## src/core/input_mux_map.svh

```systemverilog
// Register offsets, reset values and timing counts of the input selector.
// Assumes an 8-bit register port with byte offsets.
`ifndef INPUT_MUX_MAP_SVH
`define INPUT_MUX_MAP_SVH
// ----------------------------------------
// Register offsets
// ----------------------------------------
`define OFS_CTRL 8'h00
`define OFS_DRIVE 8'h04
`define OFS_STATUS 8'h08
`define OFS_IRQ_STAT 8'h0C
`define OFS_IRQ_CLR 8'h10
`define OFS_IRQ_EN 8'h14
// ----------------------------------------
// Reset values and counts
// ----------------------------------------
`define CTRL_RST 8'h00
`define DRIVE_RST 2'h0
`define EVT_RST 4'h0
`define SENSE_RST 9'h000
`define POP_WAIT 2'h3
`endif

```

## src/core/input_mux_pkg.sv

```systemverilog
// Packed carriers used by the input selector only, not by its bench.
// Assumes the offsets in input_mux_map.svh.
package input_mux_pkg;
   // Control word, one byte, msb first
   typedef struct packed {
      logic port2_pulldown_enable; // Bit 7
      logic port1_pulldown_enable; // Bit 6
      logic bus_pulldown_enable; // Bit 5
      logic direct_path_enable; // Bit 4
      logic charge_enable; // Bit 3
      logic reverse_output_enable; // Bit 2
      logic high_impedance_enable; // Bit 1
      logic all_drivers_disable; // Bit 0
   } ctrl_s;
   // Per-port gate-drive state
   typedef struct packed {
      logic port2_drive_state; // Bit 1
      logic port1_drive_state; // Bit 0
   } drive_s;
   // Sticky events
   typedef struct packed {
      logic wdog_exit; // Bit 3
      logic charge_stop; // Bit 2
      logic drive_fault; // Bit 1
      logic reverse_entry; // Bit 0
   } evt_s;
   // Synchronised analog and strap inputs
   typedef struct packed {
      logic port2_fet_detect;
      logic port1_fet_detect;
      logic conv_fault;
      logic bus_overvoltage_fault;
      logic bus_rail_present;
      logic port2_ovp;
      logic port2_present;
      logic port1_ovp;
      logic port1_present;
   } sense_s;
endpackage

```

## src/core/input_mux_ctrl.sv

```systemverilog
// Two-port input selector control and charging mode control.
// Assumes analog comparators and straps arrive asynchronously and that
// the watchdog pulse comes from logic on mclk.
`timescale 1ns/1ps
`include "input_mux_map.svh"
module input_mux_ctrl (
   input wire logic mclk, // 40 MHz clock
   input wire logic reset_n, // Sync reset, active low
   input wire logic [7:0] addr, // Register byte offset
   input wire logic [7:0] wdata, // Write data
   input wire logic wr_en, // Write strobe
   input wire logic rd_en, // Read strobe
   output logic [7:0] rdata, // Read data, cycle after strobe
   input wire logic port1_input, // Port 1 above present level
   input wire logic port1_ovp, // Port 1 overvoltage
   input wire logic port2_input, // Port 2 above present level
   input wire logic port2_ovp, // Port 2 overvoltage
   input wire logic bus_rail, // Bus rail above present level
   input wire logic bus_overvoltage_fault, // Bus overvoltage
   input wire logic conv_fault, // Other converter fault
   input wire logic port1_fet_detect, // Port 1 FETs fitted strap
   input wire logic port2_fet_detect, // Port 2 FETs fitted strap
   input wire logic watchdog_expired, // Watchdog pulse, same clock
   output logic port1_gate_drive, // Port 1 gate driver on
   output logic port2_gate_drive, // Port 2 gate driver on
   output logic bypass_fets_on, // Blocking and high-side FETs on
   output logic switcher_run, // Switched-capacitor running
   output logic bus_pulldown_on, // Bus pulldown on
   output logic port1_pulldown_on, // Port 1 pulldown on
   output logic port2_pulldown_on, // Port 2 pulldown on
   output logic irq // Interrupt, high level
);

   // ----------------------------------------
   // Declarations
   // ----------------------------------------
   input_mux_pkg::sense_s sense_raw; // Pins as they arrive
   input_mux_pkg::sense_s sense_meta; // First sync stage
   input_mux_pkg::sense_s sense_sync; // Second sync stage
   input_mux_pkg::ctrl_s ctrl_reg, ctrl_next; // Control word
   input_mux_pkg::drive_s drive_reg, drive_next; // Drive states
   input_mux_pkg::evt_s stat_reg, stat_next; // Sticky events
   input_mux_pkg::evt_s en_reg, en_next; // Interrupt enables
   input_mux_pkg::evt_s evt; // Events this cycle
   logic [1:0] pop_reg, pop_next; // Populated ports
   logic [1:0] popcnt_reg, popcnt_next; // Strap settle count
   logic gate1_reg, gate1_next; // Port 1 driver
   logic gate2_reg, gate2_next; // Port 2 driver
   logic bypass_reg, bypass_next; // Bypass FETs
   logic switch_reg, switch_next; // Switcher run
   logic irq_reg, irq_next; // Interrupt line
   logic [7:0] rdata_reg, rdata_next; // Read data
   logic wr_ctrl, wr_drive, wr_clr, wr_en_reg; // Write decodes
   logic ok1, ok2; // Port may be driven
   logic rev_fault; // Overvoltage seen in reverse
   logic any_fault; // Any converter-stopping fault

   // Address match, used by every write decode
   function automatic logic hit(input logic [7:0] a,
                                input logic [7:0] ofs);
      hit = (a == ofs);
   endfunction

   // ----------------------------------------
   // Input synchronisers
   // ----------------------------------------
   assign sense_raw = '{port2_fet_detect: port2_fet_detect,
                        port1_fet_detect: port1_fet_detect,
                        conv_fault: conv_fault,
                        bus_overvoltage_fault: bus_overvoltage_fault,
                        bus_rail_present: bus_rail,
                        port2_ovp: port2_ovp,
                        port2_present: port2_input,
                        port1_ovp: port1_ovp,
                        port1_present: port1_input};

   // Two stages; only the second stage is read by logic
   always_ff @(posedge mclk) begin
      if (!reset_n) begin
         sense_meta <= input_mux_pkg::sense_s'(`SENSE_RST);
         sense_sync <= input_mux_pkg::sense_s'(`SENSE_RST);
      end else begin
         sense_meta <= sense_raw;
         sense_sync <= sense_meta;
      end
   end

   // ----------------------------------------
   // Population straps
   // ----------------------------------------
   // Straps are caught after release, once the syncs have settled
   always_comb begin
      popcnt_next = popcnt_reg;
      pop_next = pop_reg;
      if (popcnt_reg != `POP_WAIT) begin
         popcnt_next = 2'(popcnt_reg + 2'h1);
         pop_next = {sense_sync.port2_fet_detect,
                     sense_sync.port1_fet_detect};
      end
   end

   always_ff @(posedge mclk) begin
      if (!reset_n) begin
         popcnt_reg <= 2'h0;
         pop_reg <= 2'h0;
      end else begin
         popcnt_reg <= popcnt_next;
         pop_reg <= pop_next;
      end
   end

   // ----------------------------------------
   // Control, drive state and events
   // ----------------------------------------
   assign wr_ctrl = wr_en && hit(addr, `OFS_CTRL);
   assign wr_drive = wr_en && hit(addr, `OFS_DRIVE);
   assign wr_clr = wr_en && hit(addr, `OFS_IRQ_CLR);
   assign wr_en_reg = wr_en && hit(addr, `OFS_IRQ_EN);
   assign rev_fault = sense_sync.bus_overvoltage_fault
                      || sense_sync.port1_ovp || sense_sync.port2_ovp;
   assign any_fault = rev_fault || sense_sync.conv_fault;

   always_comb begin
      ctrl_next = ctrl_reg;
      drive_next = drive_reg;
      evt = input_mux_pkg::evt_s'(`EVT_RST);
      ok1 = 1'b0;
      ok2 = 1'b0;
      // Host writes land first, device effects override them
      if (wr_ctrl) begin
         ctrl_next = input_mux_pkg::ctrl_s'(wdata);
         if (ctrl_next.reverse_output_enable
             && !ctrl_reg.reverse_output_enable) begin
            ctrl_next.all_drivers_disable = 1'b1;
            evt.reverse_entry = 1'b1;
         end
      end
      if (wr_drive) begin
         drive_next.port1_drive_state = wdata[0];
         drive_next.port2_drive_state = wdata[1] && !wdata[0];
      end
      if (watchdog_expired && ctrl_next.reverse_output_enable) begin
         ctrl_next.reverse_output_enable = 1'b0;
         evt.wdog_exit = 1'b1;
      end
      if (any_fault && ctrl_next.charge_enable) begin
         ctrl_next.charge_enable = 1'b0;
         evt.charge_stop = 1'b1;
      end
      if (ctrl_next.reverse_output_enable) begin
         // Reverse mode: host picks the port, device only drops it
         ok1 = !rev_fault;
         ok2 = !rev_fault;
         if (rev_fault && (drive_next != '0)) begin
            drive_next = '0;
            evt.drive_fault = 1'b1;
         end
      end else begin
         ok1 = sense_sync.port1_present && !sense_sync.port1_ovp
               && !sense_sync.bus_rail_present;
         ok2 = sense_sync.port2_present && !sense_sync.port2_ovp
               && !sense_sync.bus_rail_present;
         if (!ok1 || !pop_reg[0] || ctrl_next.high_impedance_enable)
            drive_next.port1_drive_state = 1'b0;
         if (!ok2 || !pop_reg[1] || ctrl_next.high_impedance_enable)
            drive_next.port2_drive_state = 1'b0;
         if (!wr_drive && (drive_next == '0)
             && !ctrl_next.high_impedance_enable) begin
            if (ok1 && pop_reg[0]) begin
               drive_next.port1_drive_state = 1'b1;
            end else if (ok2 && pop_reg[1]) begin
               drive_next.port2_drive_state = 1'b1;
            end
         end
      end
      if (ctrl_next.all_drivers_disable) begin
         drive_next = '0;
      end
   end

   // Control and drive state registers
   always_ff @(posedge mclk) begin
      if (!reset_n) begin
         ctrl_reg <= input_mux_pkg::ctrl_s'(`CTRL_RST);
         drive_reg <= input_mux_pkg::drive_s'(`DRIVE_RST);
      end else begin
         ctrl_reg <= ctrl_next;
         drive_reg <= drive_next;
      end
   end

   // ----------------------------------------
   // Gate and power stage outputs
   // ----------------------------------------
   // Drivers follow the next drive state, so outside reverse mode they and the state agree
   always_comb begin
      gate1_next = drive_next.port1_drive_state && pop_reg[0] && ok1
                   && !ctrl_next.all_drivers_disable
                   && !ctrl_next.high_impedance_enable;
      gate2_next = drive_next.port2_drive_state && pop_reg[1] && ok2
                   && !drive_next.port1_drive_state
                   && !ctrl_next.all_drivers_disable
                   && !ctrl_next.high_impedance_enable;
      bypass_next = ctrl_next.direct_path_enable
                    && ctrl_next.charge_enable
                    && !ctrl_next.high_impedance_enable;
      switch_next = !ctrl_next.direct_path_enable
                    && ctrl_next.charge_enable
                    && !ctrl_next.high_impedance_enable;
   end

   always_ff @(posedge mclk) begin
      if (!reset_n) begin
         gate1_reg <= 1'b0;
         gate2_reg <= 1'b0;
         bypass_reg <= 1'b0;
         switch_reg <= 1'b0;
      end else begin
         gate1_reg <= gate1_next;
         gate2_reg <= gate2_next;
         bypass_reg <= bypass_next;
         switch_reg <= switch_next;
      end
   end

   // ----------------------------------------
   // Interrupts and read data
   // ----------------------------------------
   // A set in the same cycle as its clear wins, so no event is lost
   always_comb begin
      stat_next = stat_reg;
      en_next = en_reg;
      if (wr_clr)
         stat_next = stat_reg & ~input_mux_pkg::evt_s'(wdata[3:0]);
      stat_next = stat_next | evt;
      if (wr_en_reg)
         en_next = input_mux_pkg::evt_s'(wdata[3:0]);
      irq_next = |(stat_next & en_next);
      rdata_next = 8'h00;
      if (rd_en) begin
         case (addr)
            `OFS_CTRL: rdata_next = ctrl_reg;
            `OFS_DRIVE: rdata_next = {6'h00, drive_reg};
            `OFS_STATUS: rdata_next = {3'h0, gate2_reg, gate1_reg,
                                       &pop_reg, pop_reg};
            `OFS_IRQ_STAT: rdata_next = {4'h0, stat_reg};
            `OFS_IRQ_EN: rdata_next = {4'h0, en_reg};
            default: rdata_next = 8'h00; // Unmapped or write-only
         endcase
      end
   end

   always_ff @(posedge mclk) begin
      if (!reset_n) begin
         stat_reg <= input_mux_pkg::evt_s'(`EVT_RST);
         en_reg <= input_mux_pkg::evt_s'(`EVT_RST);
         irq_reg <= 1'b0;
         rdata_reg <= 8'h00;
      end else begin
         stat_reg <= stat_next;
         en_reg <= en_next;
         irq_reg <= irq_next;
         rdata_reg <= rdata_next;
      end
   end

   assign rdata = rdata_reg;
   assign port1_gate_drive = gate1_reg;
   assign port2_gate_drive = gate2_reg;
   assign bypass_fets_on = bypass_reg;
   assign switcher_run = switch_reg;
   assign bus_pulldown_on = ctrl_reg.bus_pulldown_enable;
   assign port1_pulldown_on = ctrl_reg.port1_pulldown_enable;
   assign port2_pulldown_on = ctrl_reg.port2_pulldown_enable;
   assign irq = irq_reg;
endmodule

```

## config.mk

```make
export PLATFORM = sky130hd
export DESIGN_NAME = input_mux_ctrl
export DESIGN_NICKNAME = d
export VERILOG_FILES = /design/src/core/input_mux_pkg.sv /design/src/core/input_mux_ctrl.sv
export VERILOG_INCLUDE_DIRS = /design/src /design/src/core
export SDC_FILE = /design/constraint.sdc
export NUM_CORES = 1
export LEC_CHECK = 0
export BUFFER_PORTS_ARGS = -buffer_cell sky130_fd_sc_hd__buf_4
export CAP_MARGIN = 20
export CELL_PAD_IN_SITES_DETAIL_PLACEMENT = 1
export CELL_PAD_IN_SITES_GLOBAL_PLACEMENT = 1
export CORE_ASPECT_RATIO = 1.75
export CORE_UTILIZATION = 41
export CTS_CLUSTER_SIZE = 40
export DETAILED_ROUTE_END_ITERATION = 16
export PLACE_DENSITY = 0.83
export SETUP_SLACK_MARGIN = 0.05
export SYNTH_ARGS = -nofsm -noshare
export SYNTH_HDL_FRONTEND = slang
export SYNTH_SLANG_ARGS = --single-unit
```

## constraint.sdc

```tcl
create_clock -name mclk -period 1.9 [get_ports mclk]
set_input_delay 0.095 -clock mclk [delete_from_list [all_inputs] [get_ports mclk]]
set_output_delay 0.095 -clock mclk [all_outputs]
set_load 0.01 [all_outputs]
```

Word level (Yosys, flattened, before mapping)
Index checks and enable logic that the tools add are counted.
{ "totals": {"input_bits": 30, "memories": 0, "romBits": 0, "latch_bits": 0, "regBits": 53, "mem_bits_rw": 0} }
{ "classes": {"muxes": 27, "shifts": 0, "magnitude_cmp": 0, "multipliers": 0, "n_reduce_logical": 58, "addsub": 1, "n_eq_ne": 6, "div": 0, "bitwise": 4} }
{ "op_table": {"columns": ["cell", "count"], "rows": [
  ["8-bit case mux with 5 select lines", 1],
  ["1-bit logical AND", 30],
  ["1-bit two-way mux", 18],
  ["8-bit by 4-bit equality test with 1-bit output, second input constant", 2],
  ["8-bit by 5-bit equality test with 1-bit output, second input constant", 2],
  ["1-bit zero test", 15],
  ["2-bit two-way mux", 5],
  ["4-bit bitwise AND", 2],
  ["8-bit by 3-bit equality test with 1-bit output, second input constant", 1],
  ["8-bit zero test", 1],
  ["4-bit two-way mux", 2],
  ["1-bit logical OR", 7],
  ["5-bit two-way mux", 1],
  ["4-bit inverter", 1],
  ["4-bit bitwise OR", 1],
  ["2-bit AND reduction", 2],
  ["4-bit OR reduction", 1],
  ["2-bit by 1-bit adder with 2-bit output, second input constant", 1],
  ["2-bit zero test", 1],
  ["2-bit inequality test, second input constant", 1],
  ["2-bit nonzero test", 1]
]} }

Longest topological paths before layout
Gate-level depths: netlist of run 1.
{ "logic_depth": {"ltp_word": 19, "ltp_mapped": 7, "depth_no_buf": 5} }

Least setup slack after synthesis of run 1
No wires, ideal clock.
{ "synth_path": {"path_type": "input -> register", "from": "input port addr[3]", "to": "register gate2_reg, in the netlist port2_gate_drive", "stages": 6, "setup_ps": 117, "path_buffers": 1, "path_slack_ps": 198, "t_arrival_ps": 1585, "path_cell_list": "or4b_1 -> buf_6 -> o311a_1 -> a32oi_2 -> nand2_1 -> and4b_1"} }
{ "synth_between": {"elab_chain_len": 17, "word_cells_on_any_way": 36, "classes_between": "eq/ne (1); mux (15); reduce/logical (20)"} }
{ "synth_rtl": {"columns": ["element", "line", "rtl"], "rows": [
  ["from (decl)", "input_mux_ctrl.sv:9", "input wire logic [7:0] addr,"],
  ["8-bit zero test", "input_mux_ctrl.sv:61", "hit = (a == ofs);"],
  ["1-bit logical AND", "input_mux_ctrl.sv:115", "assign wr_ctrl = wr_en && hit(addr, `OFS_CTRL);"],
  ["5-bit two-way mux", "input_mux_ctrl.sv:130", "if (wr_ctrl) begin"],
  ["1-bit logical OR, on equally long branches", "input_mux_ctrl.sv:163, input_mux_ctrl.sv:165", null],
  ["1-bit two-way mux, on equally long branches", "input_mux_ctrl.sv:163, input_mux_ctrl.sv:165", null],
  ["1-bit two-way mux", "input_mux_ctrl.sv:150", "if (ctrl_next.reverse_output_enable) begin"],
  ["2-bit zero test", "input_mux_ctrl.sv:167", "if (!wr_drive && (drive_next == '0)"],
  ["1-bit logical AND", "input_mux_ctrl.sv:167", null],
  ["1-bit logical AND", "input_mux_ctrl.sv:168", "&& !ctrl_next.high_impedance_enable) begin"],
  ["2-bit two-way mux", "input_mux_ctrl.sv:167", null],
  ["2-bit two-way mux", "input_mux_ctrl.sv:150", null],
  ["2-bit two-way mux", "input_mux_ctrl.sv:176", "if (ctrl_next.all_drivers_disable) begin"],
  ["1-bit logical AND (2 in series)", "input_mux_ctrl.sv:200", "gate2_next = drive_next.port2_drive_state && pop_reg[1] && ok2"],
  ["1-bit logical AND", "input_mux_ctrl.sv:201", "&& !drive_next.port1_drive_state"],
  ["1-bit logical AND", "input_mux_ctrl.sv:202", "&& !ctrl_next.all_drivers_disable"],
  ["1-bit logical AND *", "input_mux_ctrl.sv:203", "&& !ctrl_next.high_impedance_enable;"],
  ["to (signal assigned)", "input_mux_ctrl.sv:220", "gate2_reg <= gate2_next;"],
  ["to (decl)", "input_mux_ctrl.sv:48", "logic gate2_reg, gate2_next;"]
]} }
Mark *: on every way between the ends. The rest lies on a longest branch, timed or not. The select of a mux whose other input is x is not followed.
A chain may end at the register's enable or synchronous reset.

Worst setup path after layout of run 1
{ "layout_path": {"from": "register sense_sync[1] (netlist bit)", "to": "register irq_reg, in the netlist irq"} }
{ "layout_between": {"elab_chain_len": 8, "word_cells_on_any_way": 11, "classes_between": "mux (3); bitwise (2); reduce/logical (6)"} }
{ "layout_rtl": {"columns": ["element", "line", "rtl"], "rows": [
  ["from (decl)", "input_mux_ctrl.sv:39", "input_mux_pkg::sense_s sense_sync;"],
  ["from (signal assigned)", "input_mux_ctrl.sv:81", "sense_sync <= input_mux_pkg::sense_s'(`SENSE_RST);"],
  ["from (signal assigned)", "input_mux_ctrl.sv:84", "sense_sync <= sense_meta;"],
  ["1-bit logical OR * (2 in series)", "input_mux_ctrl.sv:120", "|| sense_sync.port1_ovp || sense_sync.port2_ovp;"],
  ["1-bit logical AND / 1-bit logical OR (equally long branches)", "input_mux_ctrl.sv:154, input_mux_ctrl.sv:121", null],
  ["1-bit two-way mux / 1-bit logical AND (equally long branches)", "input_mux_ctrl.sv:154, input_mux_ctrl.sv:146", null],
  ["1-bit two-way mux, on equally long branches", "input_mux_ctrl.sv:150, input_mux_ctrl.sv:146", null],
  ["4-bit bitwise OR *", "input_mux_ctrl.sv:235", "stat_next = stat_next | evt;"],
  ["4-bit bitwise AND *", "input_mux_ctrl.sv:238", "irq_next = |(stat_next & en_next);"],
  ["4-bit OR reduction *", "input_mux_ctrl.sv:238", null],
  ["to (signal assigned)", "input_mux_ctrl.sv:262", "irq_reg <= irq_next;"],
  ["to (decl)", "input_mux_ctrl.sv:51", "logic irq_reg, irq_next;"]
]} }
Mark *: on every way between the ends. The rest lies on a longest branch, timed or not.

==> flow_summary.toml, run 1 <==
[route]
drt-pass1-iter-count = 4
drtIter0Drc = 42
routed_via_density = 5.57
vias = 2206
post_drt_wl_per_cell_um = 17.2
drc_errors = 0
antenna_left = 0
drt_wl_total_um = 6810

[worst_hold_path]
hold_start = "wdata[7]"
min_path_type = "in2reg"
min_path_cells = 3
hold_end = "port2_pulldown_on"

[setup_path]
r2r_end = "irq"
cp.required_ns = 2.08
reg2reg_depth = 5
rr_startpoint = "sense_sync[1]"
path_max_fanout = 3
r2r_slack_ns = 0.13
slowest_delay_ns = 0.60
crit_path_cell_trace = "or4_1, o311ai_1, o211ai_1, a22oi_2, o221ai_1"
startpoint_type = "flip-flop"
slowest_stage = "or4_1"
path_delay_family = "compound AO/OA/AOI/OAI gates"
cp.arrival_ns = 1.95
critPathBufInv = 0
endpoint_kind = "flip-flop"
path_class = "reg2reg"

[synthesis]
synth.avg_cell_area_sq_um = 9.46
yosysUniqueCellTypes = 59
syn_inst = 247
syn-cell-area_sq_mm = 0.00234
synth-seq-cells = 53
synth.area.top_cells = "dfxtp_1, and2_1, nand2_1"
synth_nets = 278
yosys.area.top_type_share_pct = 45.4
synth-edff-count = 0
synth_top_cell_by_area = "dfxtp_1"
yosysWarnings = 0
ys.flop_type = "dfxtp_1"
seq_area_frac_synth_pct = 45.4
synthTopCellsByCount = "dfxtp_1, and2_1, nand2_1"
yosysMostFrequentCell = "dfxtp_1"
async_flop_share_pct = 0

[floorplan]
core_area_sq_mm = 0.00554
start_util_pct = 42.2
die_y_um = 102
fp.dieW_um = 59.1
die_area_sq_mm = 0.00602
rows = 36
boundaryPins = 46

[clocking]
clk_pin_slew_ns = 0.11
cts_tree = "done"
clock_latency_ns = 0.32
numCtsBuffers = 5
h-tree-depth = 2
clk_path_buf_depth = 2
cts-root-buf = "clkbuf_8"
cts_sinks = 53

[grt]
grt_overflow_total = 0
grt.met1_usage_pct = 20.5
use_met2_pct = 47.4
met3_usage_pct = 3.80
grtUsageTotal_pct = 24.1
top_usage_layer = "met2"
grt_antenna_before_repair = 0
grt_max_degree = 27
grt_pass1_wl_um = 10600
first_global_vias = 2327

[timing]
finalHoldViolations = 0
period_share_pct = 93.0
period_needed_ns = 1.77
slew-limit-headroom_pct = 69.0
max_freq_mhz = 566
setup_viol = 0
rsz0062_at_grt = "false"
finalClockSkew_ns = 0.00772
worst_slew_pin_slew_ns = 0.462
finalMaxSlewViolations = 0

[pwr]
leakagePower_nw = 1.23
vdd_drop_max_v = 0.000557
power_density_mw_per_mm2 = 671
total_power_w = 0.00206

[finish]
final_area_sq_mm = 0.00306
diodes = 0
fillers = 655
drive_above_1_share_pct = 30.3
post-route-util_pct = 55.3
nNetsFinal = 350
area_growth_pct = 31.2

[flow_run]
maxCapViolCount = 0

[placed_design]
placed_cell_area_sq_mm = 0.00287
place_congestion = 0.924
portBuffers = 45
dp_hpwl_um = 5270

[run_status]
outcome = "finished clean"
## per-layer routing
metal,part of all wire (%),routed length (um),vias up
li1,-,-,1031
met5,0,0,-
met2,57,3860,79
met4,6.7,457,0
met3,3.3,225,37
met1,33,2270,1059
## worst min-delay path, cell delays in order
cell and delay [ns]:
buf_4 0.11, nand2_1 0.04, a21oi_1 0.05
## report_power, final
part | internal (W) | total [W] | switching, W
registers | 0.00114 | 0.00115 | 0.0000129
logic | 0.000109 | 0.000218 | 0.000110
clock network | 0.000276 | 0.000684 | 0.000408
total | 0.00152 | 0.00206 | 0.000531
## worst max-delay path by stage
stage                             to  slack [ns]           from  cells after the start
floorplan           port2_gate_drive        0.20        addr[3]                      6
global route                     irq        0.06  sense_sync[1]                      5
finish                           irq        0.13  sense_sync[1]                      5
global placement                 irq       -0.09        addr[3]                      7
detailed placement               irq       -0.22        addr[3]                      7
CTS                              irq        0.13  sense_sync[1]                      5
## cell type report
cell class / count / area (sq um) / share of cell area, %
Timing Repair Buffer: 77 / 601 / 19.6
Sequential cell: 53 / 1060 / 34.6
Clock buffer: 5 / 68.8 / 2.25
Multi-Input combinational cell: 174 / 1180 / 38.5
Clock inverter: 3 / 28.8 / 0.939
Tap cell: 76 / 95.1 / 3.10
Inverter: 8 / 30.0 / 0.980
## what timing repair did
| item | CTS | global route |
|---|---|---|
| buffers inserted | 0 | 0 |
| hold buffers | 9 | 0 |
| gates resized for setup | 1 | 0 |
| hold endpoints to repair | 9 | 0 |
| endpoints found under the setup margin | 1 | 0 |
## layout by cell type (no fill, tap or decap), types with 3 or more instances in the layout
cell / count
mux2i_1: 6
and2_1: 25
buf_4: 68
a22oi_1: 6
dfxtp_1: 53
clkbuf_8: 5
mux2_2: 6
nand4_1: 7
a21oi_1: 10
dlygate4sd3_1: 9
nand2_1: 23
nor2_1: 20
nor3_1: 6
inv_1: 8
nand3_1: 7
o31ai_1: 3
a32oi_1: 3
## kinds of logic (layout without fill, tap and decap cells)
kind of cell	count (synthesis)	in the layout	share of synthesized area [%]
simple gates	112	112	27.6
flops	53	53	45.4
compound gates	48	48	16.3
buf+inv	20	93	4.29
mux	12	12	5.46
fa+ha+maj	1	1	0.536
xor+xnor	1	1	0.375
## stage by stage
step	setup TNS, ns	instances	hold WS (ns)	setup WS [ns]
after detailed placement	-0.404	379	0.307	-0.219
after global placement	-0.167	379	0.301	-0.0896
after global routing	0	396	0.0351	0.0618
after CTS	0	396	0.0269	0.133
final	0	396	0.0245	0.134
after floorplan	0	247	0.206	0.198
Note: power is estimated with default switching activity, not from simulation.
==> run 2: changes to the inputs <==
- CORE_MARGIN: default -> 2
==> run 2 against run 1 <==
Effect of this change: design area down 0.49%; via count down 0.50%; core utilization down 0.27 points; maximum frequency down 1.0%; hold slack worse by 0.0044 ns; critical path depth unchanged; global-route usage down 1.2 points; sequential power about the same; non-clock buffer count down 1; cell count down 0.25%; die area up 5.4%; flip-flop and latch count unchanged; critical path type unchanged; critical endpoint unchanged; highest routed layer unchanged.
==> flow_summary.toml, run 2 (synthesis results as in run 1) <==
[route]
vias = 2195
drt-pass1-iter-count = 4
highest_layer = "met4"
routed_via_density = 5.56
drt-met1-wl_um = 2300
wl_met2_um = 3790
met3_length_um = 231
drtIter0Drc = 46
post_drt_wl_per_cell_um = 17.0
drt_wl_total_um = 6720
antenna_left = 0
drc_errors = 0

[setup_path]
path_class = "reg2reg"
critPathBufInv = 0
crit_path_cell_trace = "or4_1, o311ai_1, o211ai_1, a22oi_1, o221ai_1"
cp.arrival_ns = 1.98
slowest_stage = "or4_1"
path_max_fanout = 3
cp.required_ns = 2.09
slowest_delay_ns = 0.58
startpoint_type = "flip-flop"
path_delay_family = "compound AO/OA/AOI/OAI gates"
endpoint_kind = "flip-flop"

[timing]
setup_tns_ns = 0
rsz0062_at_grt = "false"
period_share_pct = 93.9
max_freq_mhz = 560
worst_slew_pin_slew_ns = 0.472
finalHoldViolations = 0
setup_viol = 0
finalMaxSlewViolations = 0
finalClockSkew_ns = 0.00762
slew-limit-headroom_pct = 68.5
period_needed_ns = 1.78

[placed_design]
portBuffers = 45
placed_cell_area_sq_mm = 0.00286
place_congestion = 0.858
dp_hpwl_um = 5060

[finish]
final_area_sq_mm = 0.00305
drive_above_1_share_pct = 29.8
nNetsFinal = 349
area_growth_pct = 30.5
post-route-util_pct = 55.0
fillers = 650
diodes = 0
final_cell_mix = "buf_4, dfxtp_1, and2_1"
layout.cells.most_common = "buf_4"

[clocking]
cts_tree = "done"
h-tree-depth = 2
clk_pin_slew_ns = 0.10
numCtsBuffers = 5
cts_hold_buf = 9
clk_path_buf_depth = 2
post_cts_resized = 0
post-cts-setup-buffers = 0
cts_sinks = 53
cts-root-buf = "clkbuf_8"
clock_latency_ns = 0.32

[floorplan]
fp.dieW_um = 61.1
die_area_sq_mm = 0.00634
boundaryPins = 46
die_y_um = 104
rows = 36
core_area_sq_mm = 0.00554
start_util_pct = 42.2

[grt]
grtUsageTotal_pct = 22.9
grt_max_degree = 26
grt_pass1_wl_um = 10700
first_global_vias = 2247
grt_antenna_before_repair = 0
grt_overflow_total = 0

[flow_run]
maxCapViolCount = 0

[run_status]
outcome = "finished clean"

[pwr]
power_density_mw_per_mm2 = 671
vdd_drop_max_v = 0.000599
leakagePower_nw = 1.22

[worst_hold_path]
min_path_type = "in2reg"
-- run 2: changes by cell type in the layout (fill, tap and decap cells not counted), sizes merged --
cell	delta
buf	-1
clkinv	-1
inv	+1
-- run 2: per-layer routing --
layer,global-route usage (%),vias to the layer above
li1,-,1037
met4,13.5,0
met3,4.48,24
met2,41.7,62
met5,0,-
met1,21.9,1072
-- run 2: where the power goes --
group	switching (W)	internal [W]
sequential	0.0000133	0.00114
combinational	0.000106	0.000106
clock	0.000406	0.000274
total	0.000526	0.00152
-- run 2: final timing paths --
path,start,endpoint,slack (ns),cells after the start
worst max-delay path,sense_sync[1],irq,0.12,5
worst min-delay path,wdata[5],bus_pulldown_on,0.02,3
worst max register to register,sense_sync[1],irq,0.12,5
worst min register to register,sense_meta[0],sense_sync[0],0.44,1
-- run 2: final cells by class --
type | instances | area (sq um) | area share, %
Tap cell | 76 | 95.1 | 3.12
Inverter | 8 | 30.0 | 0.985
Sequential cell | 53 | 1060 | 34.8
Timing Repair Buffer | 76 | 593 | 19.5
Multi-Input combinational cell | 174 | 1170 | 38.5
Clock inverter | 3 | 26.3 | 0.862
Clock buffer | 5 | 68.8 | 2.26
-- run 2: worst reg2reg max path, stage by stage (launching register included) --
cell and delay, ns:
dfxtp_1 0.33, or4_1 0.58, o311ai_1 0.11, o211ai_1 0.19
a22oi_1 0.29, o221ai_1 0.16
-- run 2: through the flow --
| stage | instances | hold slack [ns] | power (W) | setup WS [ns] |
|---|---|---|---|---|
| after floorplan | 247 | 0.206 | 0.00127 | 0.198 |
| after global placement | 378 | 0.301 | 0.00137 | -0.0740 |
| after detailed placement | 378 | 0.311 | 0.00137 | -0.101 |
| after CTS | 395 | 0.0168 | 0.00206 | 0.108 |
| after global routing | 395 | 0.0177 | 0.00214 | 0.0666 |
| final | 395 | 0.0202 | 0.00205 | 0.115 |
==> run 3: changes to the inputs <==
- CAP_MARGIN: 20 -> default
- PLACE_DENSITY: 0.83 -> default
- PLACE_DENSITY_LB_ADDON: default -> 0.2
==> run 3 against run 2 <==
Effect of this change: power increased by 6.2%; maximum frequency grew 6.9%; clock power increased by 19%; hold slack improved by 0.0049 ns; first-iteration DRC count increased by 41%; largest cell class unchanged.
==> flow_summary.toml, run 3 (synthesis results as in run 1) <==
[pwr]
pwr-share-comb_pct = 9.9
p_switching_w = 0.000496
power_density_mw_per_mm2 = 700
vdd_drop_max_v = 0.000536
leakagePower_nw = 1.25
clock_power_share_pct = 37.1
power_frac_seq_pct = 53.0
p_sw_share_pct = 22.8
internal_power_w = 0.00168

[timing]
period_share_pct = 87.8
finalClockSkew_ns = 0.00631
worst_slew_pin_slew_ns = 0.443
setup_ws_ns = 0.231
slew-limit-headroom_pct = 70.2
whs_ns = 0.0251
period_needed_ns = 1.67
setup_viol = 0
rsz0062_at_grt = "false"
finalHoldViolations = 0
finalMaxSlewViolations = 0
setup_tns_ns = 0
max_freq_mhz = 599

[worst_hold_path]
min_path_cells = 3
hold_start = "wdata[5]"
min_path_type = "in2reg"

[grt]
grtUsageTotal_pct = 23.0
grt_antenna_before_repair = 0
grt_max_degree = 27
first_global_vias = 2269
grt_pass1_wl_um = 10800
grt_overflow_total = 0

[setup_path]
r2r_slack_ns = 0.24
startpoint_type = "input pin"
path_class = "in2reg"
endpoint_kind = "flip-flop"
slowest_stage = "or4b_1"
cpMostUsedCell = "buf_4"
reg2reg_depth = 5
worstSetupStartpoint = "addr[3]"
slowest_delay_ns = 0.52
cp.arrival_ns = 1.93
cp.required_ns = 2.16
path_max_fanout = 11
crit_path_cell_trace = "buf_4, or4b_1, buf_4, o31ai_2, buf_4, nand3_1, a211oi_1, and4b_1"
rr_startpoint = "sense_sync[4]"

[finish]
seqCellArea_sq_mm = 0.00106
final_area_sq_mm = 0.00310
post-route-util_pct = 56.0
final_cell_mix = "buf_4, dfxtp_1, and2_1"
multi_input_area_sq_mm = 0.00118
fillers = 653
area_growth_pct = 32.8
drive_above_1_share_pct = 30.7
diodes = 0
nNetsFinal = 352
layout.cells.most_common = "buf_4"

[clocking]
h-tree-depth = 2
clock_latency_ns = 0.31
numCtsBuffers = 5
cts_tree = "done"
clk_pin_slew_ns = 0.09
cts_sinks = 53
cts-root-buf = "clkbuf_8"
clk_path_buf_depth = 2

[floorplan]
boundaryPins = 46
die_y_um = 104
rows = 36
fp.dieW_um = 61.1
core_area_sq_mm = 0.00554
start_util_pct = 42.2
die_area_sq_mm = 0.00634

[route]
drc_errors = 0
drtIter0Drc = 65
antenna_left = 0
drt_wl_total_um = 6720
drt-pass1-iter-count = 4
vias = 2176
routed_via_density = 5.47
post_drt_wl_per_cell_um = 16.9

[placed_design]
placed_cell_area_sq_mm = 0.00289
dp_hpwl_um = 5170
place_ws_ns = -0.123
place_congestion = 0.837
portBuffers = 45

[run_status]
outcome = "finished clean"

[flow_run]
maxCapViolCount = 0
## run 3: path summary, 6_finish.rpt
check / to
setup / recovery: port2_gate_drive
hold / removal: bus_pulldown_on
setup reg to reg: port2_gate_drive
hold reg to reg: sense_sync[5]
## run 3: repair_timing
| action | in CTS | in global routing |
|---|---|---|
| hold buffers | 9 | 0 |
| endpoints found under the hold margin | 9 | 0 |
| setup endpoints to repair | 0 | 1 |
| buffers inserted | 0 | 0 |
| gates resized for setup | 0 | 1 |
## run 3: layout make-up
class | instances | area share, %
multi-input combinational | 174 | 38.0
clock buffer | 6 | 2.66
sequential | 53 | 34.2
clock inverter | 2 | 1.21
timing repair buffer | 79 | 19.8
inverter | 8 | 0.968
tap | 76 | 3.07
## run 3: power groups by stage
stage	clock [W]	sequential, W	combinational [W]
4_1_cts	0.000821	0.00115	0.000214
2_1_floorplan	0	0.00117	0.0000974
5_1_grt	0.000867	0.00116	0.000235
6_report	0.000806	0.00115	0.000215
3_5_place_dp	0	0.00118	0.000198
3_3_place_gp	0	0.00118	0.000194
## run 3: routing by layer
| metal | up-vias | global-route usage [%] | routed length (um) |
|---|---|---|---|
| met3 | 17 | 4.23 | 222 |
| met2 | 66 | 41.3 | 3800 |
| met4 | 0 | 11.2 | 291 |
| met1 | 1054 | 23.7 | 2410 |
| li1 | 1039 | - | - |
| met5 | - | 0 | 0 |
## run 3: through the flow
stage                     cells  power, W
after floorplan             247   0.00127
after global placement      381   0.00137
final                       398   0.00217
after detailed placement    381   0.00138
after CTS                   398   0.00219
after global routing        398   0.00226
## run 3: critical path: cells and delay by family
family / cells / cell delay, ns
AO/OA/AOI/OAI: 2 / 0.50
buffers and inverters: 3 / 0.51
AND/OR/NAND/NOR: 3 / 0.82
